File: src/logic/csc_consts.vh
`ifndef CSC_CONSTS_VH
`define CSC_CONSTS_VH
// Register addresses (byte addresses of plain register port).
`define CSC_ADDR_CTRL_FIRST   8'h00
`define CSC_ADDR_CTRL_SECOND  8'h04
`define CSC_ADDR_T0_OPTION    8'h08
`define CSC_ADDR_T1_CONTROL   8'h0C
`define CSC_ADDR_T0_COUNT     8'h10
`define CSC_ADDR_T1_COUNT     8'h14
// First sense control fields.
`define CSC_F1_ENABLE         7
`define CSC_F1_RANGE_LO       2
`define CSC_F1_RANGE_HI       3
`define CSC_F1_DIR            1
`define CSC_F1_T0_SENSE       0
// Second sense control fields.
`define CSC_F2_CH_LO          0
`define CSC_F2_CH_HI          3
// First timer option field.
`define CSC_T0_CS             5
// Second timer control fields.
`define CSC_T1_CS_LO          6
`define CSC_T1_CS_HI          7
`define CSC_T1_GE             1
`define CSC_T1_ON             0
`define CSC_T1_CS_SENSE       2'h3
// Reset values.
`define CSC_RST_CTRL_FIRST    8'h00
`define CSC_RST_CTRL_SECOND   8'h00
`define CSC_RST_T0_OPTION     8'h20
`define CSC_RST_T1_CONTROL    8'h00
`define CSC_NUM_INPUTS        16
`define CSC_RANGE_OFF         2'h0
`endif

File: src/logic/csc_osc_control.v
// How it works
// RULE_01: Sixteen sense inputs, any one can be routed to the oscillator.
// RULE_02: Four-bit channel select in second control register picks the input.
// RULE_03: Writing a channel while enabled moves the oscillator there at once.
// RULE_04: Software makes the selected pin analog and input, else readings fail.
// RULE_05: Read-only bit in first control register shows oscillator ramp direction.
// RULE_06: Two-bit range field in first control register picks one of three currents.
// RULE_07: Sense clock select set and first timer source clear clock first timer.
// RULE_08: Second timer source field equal to 11 clocks second timer from oscillator.
// RULE_09: Second timer off when on bit 0; free or gated when on bit 1.
// RULE_10: Software divides timer count by time base duration to get frequency.
// RULE_11: Time base never comes from the timer the oscillator is clocking.
// RULE_12: Time base best from overflow flags with second timer gate in toggle mode; no overflow flags or toggle mode here, the gate is level-only.
`timescale 1ns/1ns
`default_nettype none
`include "csc_consts.vh"
module csc_osc_control (
  input  wire        i_clock,
  input  wire        i_rstn,
  input  wire [7:0]  i_addr,
  input  wire [7:0]  i_wdata,
  input  wire        i_wr,
  input  wire        i_rd,
  output reg  [7:0]  o_rdata,
  input  wire [15:0] i_sense_inputs,
  input  wire        i_osc_out,
  input  wire        i_osc_direction,
  input  wire        i_gate,
  input  wire        i_first_timer_pin_clock,
  input  wire        i_second_timer_other_clock,
  output reg         o_osc_enable,
  output reg  [1:0]  o_osc_current_range,
  output reg  [3:0]  o_sense_channel_select,
  output reg         o_osc_pad,
  output reg         o_first_timer_tick,
  output reg         o_second_timer_tick
);
  reg  [7:0]  sense_control_first;
  reg  [7:0]  sense_control_second;
  reg  [7:0]  first_timer_option;
  reg  [7:0]  second_timer_control;
  reg  [7:0]  first_timer_count;
  reg  [15:0] second_timer_count;
  reg         t0_prev;
  reg         t1_prev;
  reg  [7:0]  next_rdata;
  wire [15:0] sense_sync;
  wire        osc_sync;
  wire        dir_sync;
  wire        gate_sync;
  wire        t0_pin_sync;
  wire        t1_alt_sync;
  wire        t0_src;
  wire        t1_src;
  wire        t0_rise;
  wire        t1_rise;
  wire        t1_run;
  wire        first_timer_sense_clock_sel;
  wire        first_timer_clock_source;
  wire [1:0]  second_timer_clock_source;
  wire        second_timer_on;
  wire        second_timer_gate_enable;

  csc_sync2 u_sync_osc (
    .i_clock (i_clock),
    .i_rstn  (i_rstn),
    .i_async (i_osc_out),
    .o_sync  (osc_sync)
  );
  csc_sync2 u_sync_dir (
    .i_clock (i_clock),
    .i_rstn  (i_rstn),
    .i_async (i_osc_direction),
    .o_sync  (dir_sync)
  );
  csc_sync2 u_sync_gate (
    .i_clock (i_clock),
    .i_rstn  (i_rstn),
    .i_async (i_gate),
    .o_sync  (gate_sync)
  );
  csc_sync2 u_sync_t0 (
    .i_clock (i_clock),
    .i_rstn  (i_rstn),
    .i_async (i_first_timer_pin_clock),
    .o_sync  (t0_pin_sync)
  );
  csc_sync2 u_sync_t1 (
    .i_clock (i_clock),
    .i_rstn  (i_rstn),
    .i_async (i_second_timer_other_clock),
    .o_sync  (t1_alt_sync)
  );

  // Pad levels are synchronised as well, so the routed pad output never goes
  // metastable; the price is two cycles of delay after a level change.
  genvar gi;
  generate
    for (gi = 0; gi < `CSC_NUM_INPUTS; gi = gi + 1) begin : g_sense_sync
      csc_sync2 u_sync_sense (
        .i_clock (i_clock),
        .i_rstn  (i_rstn),
        .i_async (i_sense_inputs[gi]),
        .o_sync  (sense_sync[gi])
      );
    end
  endgenerate

  assign first_timer_sense_clock_sel = sense_control_first[`CSC_F1_T0_SENSE];
  assign first_timer_clock_source    = first_timer_option[`CSC_T0_CS];
  assign second_timer_clock_source   = second_timer_control[`CSC_T1_CS_HI:`CSC_T1_CS_LO];
  assign second_timer_on             = second_timer_control[`CSC_T1_ON];
  assign second_timer_gate_enable    = second_timer_control[`CSC_T1_GE];

  // The oscillator feeds the first timer only when both selections agree; the second needs only its source field at 11.
  assign t0_src = (first_timer_sense_clock_sel && !first_timer_clock_source) ?
                  osc_sync : t0_pin_sync; // RULE_07
  assign t1_src = (second_timer_clock_source == `CSC_T1_CS_SENSE) ?
                  osc_sync : t1_alt_sync; // RULE_08
  // The gated mode counts only while the synchronised gate is high.
  assign t1_run = second_timer_on && (!second_timer_gate_enable || gate_sync); // RULE_09
  assign t0_rise = t0_src && !t0_prev;
  assign t1_rise = t1_src && !t1_prev;

  // Register writes land at the strobe edge and show on the outputs one cycle later.
  // Writes to unmapped addresses are dropped without any effect.
  always @(posedge i_clock or negedge i_rstn) begin
    if (!i_rstn) begin
      sense_control_first  <= `CSC_RST_CTRL_FIRST;
      sense_control_second <= `CSC_RST_CTRL_SECOND;
      first_timer_option   <= `CSC_RST_T0_OPTION;
      second_timer_control <= `CSC_RST_T1_CONTROL;
    end else if (i_wr) begin
      case (i_addr)
        `CSC_ADDR_CTRL_FIRST: begin
          // The direction bit is read-only, so its stored copy is always written as zero.
          sense_control_first <= {i_wdata[7:2], 1'b0, i_wdata[0]}; // RULE_05 RULE_06
        end
        `CSC_ADDR_CTRL_SECOND: begin
          sense_control_second <= {4'h0, i_wdata[3:0]}; // RULE_02
        end
        `CSC_ADDR_T0_OPTION: begin
          first_timer_option <= i_wdata;
        end
        `CSC_ADDR_T1_CONTROL: begin
          second_timer_control <= i_wdata;
        end
        default: begin
        end
      endcase
    end
  end

  // Each timer counts rising edges of its synchronised source, so a source must
  // stay high and low for at least one clock cycle to be seen.
  always @(posedge i_clock or negedge i_rstn) begin
    if (!i_rstn) begin
      t0_prev           <= 1'b0;
      first_timer_count <= 8'h00;
    end else begin
      t0_prev <= t0_src;
      // A software write of the count wins over a tick in the same cycle.
      if (i_wr && i_addr == `CSC_ADDR_T0_COUNT) begin
        first_timer_count <= i_wdata;
      end else if (t0_rise) begin
        first_timer_count <= first_timer_count + 8'h01; // RULE_07
      end
    end
  end

  always @(posedge i_clock or negedge i_rstn) begin
    if (!i_rstn) begin
      t1_prev            <= 1'b0;
      second_timer_count <= 16'h0000;
    end else begin
      t1_prev <= t1_src;
      // Only the low byte is writable, so a write also clears the high byte.
      if (i_wr && i_addr == `CSC_ADDR_T1_COUNT) begin
        second_timer_count <= {8'h00, i_wdata};
      end else if (t1_rise && t1_run) begin
        second_timer_count <= second_timer_count + 16'h0001; // RULE_09
      end
    end
  end

  // Read data is zero outside the answer cycle, so a stray read returns nothing.
  always @* begin
    next_rdata = 8'h00;
    case (i_addr)
      `CSC_ADDR_CTRL_FIRST:  next_rdata = {sense_control_first[7:2], dir_sync,
                                           sense_control_first[0]}; // RULE_05
      `CSC_ADDR_CTRL_SECOND: next_rdata = sense_control_second;
      `CSC_ADDR_T0_OPTION:   next_rdata = first_timer_option;
      `CSC_ADDR_T1_CONTROL:  next_rdata = second_timer_control;
      `CSC_ADDR_T0_COUNT:    next_rdata = first_timer_count;
      `CSC_ADDR_T1_COUNT:    next_rdata = second_timer_count[7:0];
      default:               next_rdata = 8'h00;
    endcase
  end

  // All outputs come from flip-flops, so the analog side never sees a glitch.
  always @(posedge i_clock or negedge i_rstn) begin
    if (!i_rstn) begin
      o_rdata                <= 8'h00;
      o_osc_enable           <= 1'b0;
      o_osc_current_range    <= `CSC_RANGE_OFF;
      o_sense_channel_select <= 4'h0;
      o_osc_pad              <= 1'b0;
      o_first_timer_tick     <= 1'b0;
      o_second_timer_tick    <= 1'b0;
    end else begin
      o_rdata             <= i_rd ? next_rdata : 8'h00;
      o_osc_enable        <= sense_control_first[`CSC_F1_ENABLE];
      o_osc_current_range <= sense_control_first[`CSC_F1_RANGE_HI:`CSC_F1_RANGE_LO]; // RULE_06
      // The mux select is registered from the register, so a new channel takes effect one cycle after it is stored.
      o_sense_channel_select <= sense_control_second[`CSC_F2_CH_HI:`CSC_F2_CH_LO]; // RULE_03
      o_osc_pad <= sense_control_first[`CSC_F1_ENABLE] &&
                   sense_sync[sense_control_second[3:0]]; // RULE_01
      o_first_timer_tick  <= t0_rise;
      o_second_timer_tick <= t1_rise && t1_run;
    end
  end
endmodule // csc_osc_control
`default_nettype wire

File: src/logic/csc_sync2.v
`timescale 1ns/1ns
`default_nettype none
module csc_sync2 (
  input  wire i_clock,
  input  wire i_rstn,
  input  wire i_async,
  output wire o_sync
);
  reg stage_one;
  reg stage_two;
  always @(posedge i_clock or negedge i_rstn) begin
    if (!i_rstn) begin
      stage_one <= 1'b0;
      stage_two <= 1'b0;
    end else begin
      stage_one <= i_async;
      stage_two <= stage_one;
    end
  end
  assign o_sync = stage_two;
endmodule // csc_sync2
`default_nettype wire
File: config.mk
export PLATFORM = sky130hd
export DESIGN_NAME = csc_osc_control
export DESIGN_NICKNAME = d
export VERILOG_FILES = /design/src/logic/csc_osc_control.v /design/src/logic/csc_sync2.v
export VERILOG_INCLUDE_DIRS = /design/src /design/src/logic
export SDC_FILE = /design/constraint.sdc
export NUM_CORES = 1
export LEC_CHECK = 0
export BUFFER_PORTS_ARGS = -buffer_cell sky130_fd_sc_hd__buf_2
export CORE_MARGIN = 2
export CORE_UTILIZATION = 35
export DETAILED_ROUTE_END_ITERATION = 8
export PLACE_DENSITY_LB_ADDON = 0.12
export SYNTH_ARGS = -nofsm -noshare
export SYNTH_HDL_FRONTEND = slang
export SYNTH_SLANG_ARGS = --single-unit
export TNS_END_PERCENT = 100
File: constraint.sdc
create_clock -name i_clock -period 2.2 [get_ports i_clock]
set_input_delay 0.44 -clock i_clock [delete_from_list [all_inputs] [get_ports i_clock]]
set_output_delay 0.44 -clock i_clock [all_outputs]
set_load 0.005 [all_outputs]
==> qor.txt <==
Initial antenna violation count: 0
Post-synthesis sequential area ratio: 64.5%
Final Critical Period: 1.87 ns
Largest net degree at the start of global routing: 41
Clk sinks: 105
DRT met1 WL: 4.09 mm
Top cell type's share of synthesized area: 63.8%
Crit-path most repeated cell: mux4_2
Delay-heaviest family, CP: multiplexers
Met2 routed WL: 4.06 mm
Post-synth EDFFs: 0
Final GP Congestion: 0.765
Routed length per instance: 17.2 µm
VDD IR max: 0.545 mV
Fin crit share: 85.1%
Ports: 59
Endpoint class of the critical path: flip-flop
Global route total overflow: 0
Count leader, synth: dfrtp_1
Vias in the first global route: 2,605
CTS buffer count: 9
Core Area: 11,400 µm²
CTS tree: yes
Area of the die: 12,500 µm²
Setup crit start kind: flip-flop
Crit path buf inv count: 0
Commonest cells post-synth: dfrtp_1, mux2_2, mux2i_1
Combinational family with the most area after synthesis: multiplexers
GR Util All Layers: 15.1%
Yosys reg bits: 105
DP HPWL: 6.25 mm
Uppermost layer routed: met4
Syn_nets: 327
Global-route wire length before repair: 14.2 mm
Htree depth: 3
Nets: 399
Simple-Gate Fraction of Synth Area: 9.39%
Worst Tran Pin Value: 0.544 ns
CTS Hold Bufs: 0
CP max stage delay: 0.58 ns
Max-slew violations: 0
Worst Path Arrival: 2.12 ns
Ys flop type: dfrtp_1
Leakage: 2.30 nW
Crit path max fanout: 7
Clock latency on the worst-skew pair: 0.35 ns
DR pass1 iterations: 4
Hold Violations, Final: 0
Final setup skew: 0.00958 ns
Mapped cell area: 4080 µm²
Synth Instances: 284
Hold WC Path Type: in2async
Setup bufs post-CTS: 0
Critical-path cell list: mux4_2 > mux4_2 > and2_1
FP Rows: 39
Clk root buf: clkbuf_16
Setup TNS: 0 ns
Relative slew slack: 63.8%
Kind of critical path: reg2reg
Yosys top cell by area: dfrtp_1
Die height: 112 µm
Power per cell area: 926 nW/µm²
Die Wd: 112 µm
Fmax: 0.534 GHz
Met3 wire len: 387 µm
Layout cell share with drive strength beyond 1: 36.6%
RSZ-0062 raised after global routing: no
Synth-to-Final Area Change: 21.2%
Synth Warn #: 0
# diodes: 0
XOR/XNOR Fraction of Synth Area: 3.01%
Routed vias/inst: 4.92
Initial DRC count: 97
Reg clk slew, reported paths: 0.08 ns
Max Cap Viol: 0
Post-synthesis mux area share: 16.4%
CP max-delay cell: dfrtp_1
Vias: 2,482
Final Util: 43.5%
DRT antenna net count: 0
Synth async-reset ratio: 100%
Post-CTS Resized: 0
Initial core utilization: 35.9%
Final setup vio count: 0
Post-synth cell types: 43
Synth Area in Adders: 0.614%
Synth Area in Compound Gates: 4.45%
Post-Route WL: 8.66 mm
Critical Path RT: 2.45 ns
Post-Syn Area per Cell: 14.4 µm²
Clk buf depth: 2
Synth area leaders: dfrtp_1, mux2_2, mux4_2, mux2i_1, xnor2_1
Status: completed
DRC viols: 0
Port-buffer cells: 58
-- worst register-to-register path, stage by stage, from the launching register on --
cell and delay (ns):
dfrtp_1 0.58, mux4_2 0.57, mux4_2 0.46, and2_1 0.16
-- sequential cells by signal, summed over array words and instances, names as in the netlist, 2 cells and up --
name                                 cells
o_osc_current_range                      2
first_timer_count                        8
second_timer_control                     8
o_sense_channel_select                   4
g_sense_sync.u_sync_sense.o_sync        16
first_timer_option                       8
g_sense_sync.u_sync_sense.stage_one     16
second_timer_count                       8
sense_control_second                     4
o_rdata                                  8
sense_control_first                      7
-- routing by layer --
| metal | up-vias | GRT usage, % |
|---|---|---|
| met5 | - | 0 |
| met4 | 0 | 4.39 |
| met3 | 7 | 5.44 |
| met2 | 54 | 23.4 |
| met1 | 1258 | 20.4 |
| li1 | 1163 | - |
-- per-stage QoR --
step	power (W)	setup slack (ns)	hold slack, ns	cell area (µm²)	cells
6_report	0.00458	0.328	0.0683	4940	504
3_5_place_dp	0.00299	0.0617	0.335	4630	488
5_1_grt	0.00483	0.202	0.0986	4940	504
4_1_cts	0.00465	0.289	0.0758	4940	504
2_1_floorplan	0.00272	0.213	0.144	4080	284
3_3_place_gp	0.00299	0.0804	0.332	4630	488
-- cells in the final DEF, fill, tap and decap left out, types with 2 or more instances in the layout --
| master | netlist | final |
|---|---|---|
| nand3_1 | 11 | 11 |
| xor2_1 | 4 | 4 |
| buf_4 | 2 | 12 |
| nand4_1 | 3 | 3 |
| nor3_1 | 3 | 3 |
| inv_8 | 0 | 2 |
| clkinv_8 | 0 | 2 |
| buf_12 | 0 | 3 |
| nor4_1 | 2 | 2 |
| clkbuf_16 | 0 | 9 |
| nor2_1 | 15 | 15 |
| mux4_2 | 9 | 9 |
| mux2_2 | 27 | 27 |
| mux2i_1 | 16 | 16 |
| dfrtp_1 | 104 | 104 |
| xnor2_1 | 10 | 10 |
| a311oi_1 | 3 | 3 |
| and4_1 | 2 | 2 |
| a21oi_1 | 8 | 8 |
| nand2_1 | 13 | 13 |
| nand2b_1 | 2 | 2 |
| ha_1 | 2 | 2 |
| o21ai_0 | 14 | 14 |
| nor2b_1 | 2 | 2 |
| buf_2 | 5 | 57 |
| nor4b_1 | 2 | 2 |
| a211oi_1 | 3 | 3 |
-- path summary, 6_finish.rpt --
kind,cells past startpoint,slack (ns),endpoint,startpoint
worst max-delay path,3,0.33,o_osc_pad,sense_control_second[0]
worst min-delay path,1,0.07,second_timer_control[3],i_rstn
worst max register to register,3,0.33,o_osc_pad,sense_control_second[0]
worst min register to register,0,0.35,u_sync_t1.o_sync,u_sync_t1.stage_one
max in group asynchronous,2,1.48,first_timer_option[5],i_rstn
min in group i_clock,1,0.19,g_sense_sync[1].u_sync_sense.stage_one,i_sense_inputs[1]
-- cell type report --
| type | count | area [µm²] |
|---|---|---|
| flip-flops and latches | 105 | 2630 |
| well taps | 143 | 179 |
| repair buffers | 72 | 435 |
| clock inverters | 7 | 88.8 |
| inverters | 2 | 7.51 |
| fillers | 1070 | 6430 |
| multi-input cells | 166 | 1380 |
| clock buffers | 9 | 225 |
-- logic make-up after synthesis --
logic type	Yosys count
adder cells (fa/ha/maj)	2
multiplexers	52
XOR/XNOR	14
buffers and inverters	13
flip-flops	105
AO/OA/AOI/OAI	31
AND/OR/NAND/NOR	67
-- power by group --
part           switching, W  internal (W)  total [W]
logic              0.000262      0.000314   0.000576
clock network      0.000804      0.000824    0.00163
registers          0.000240       0.00213    0.00237
No activity file was read; power rests on OpenSTA's default activity.
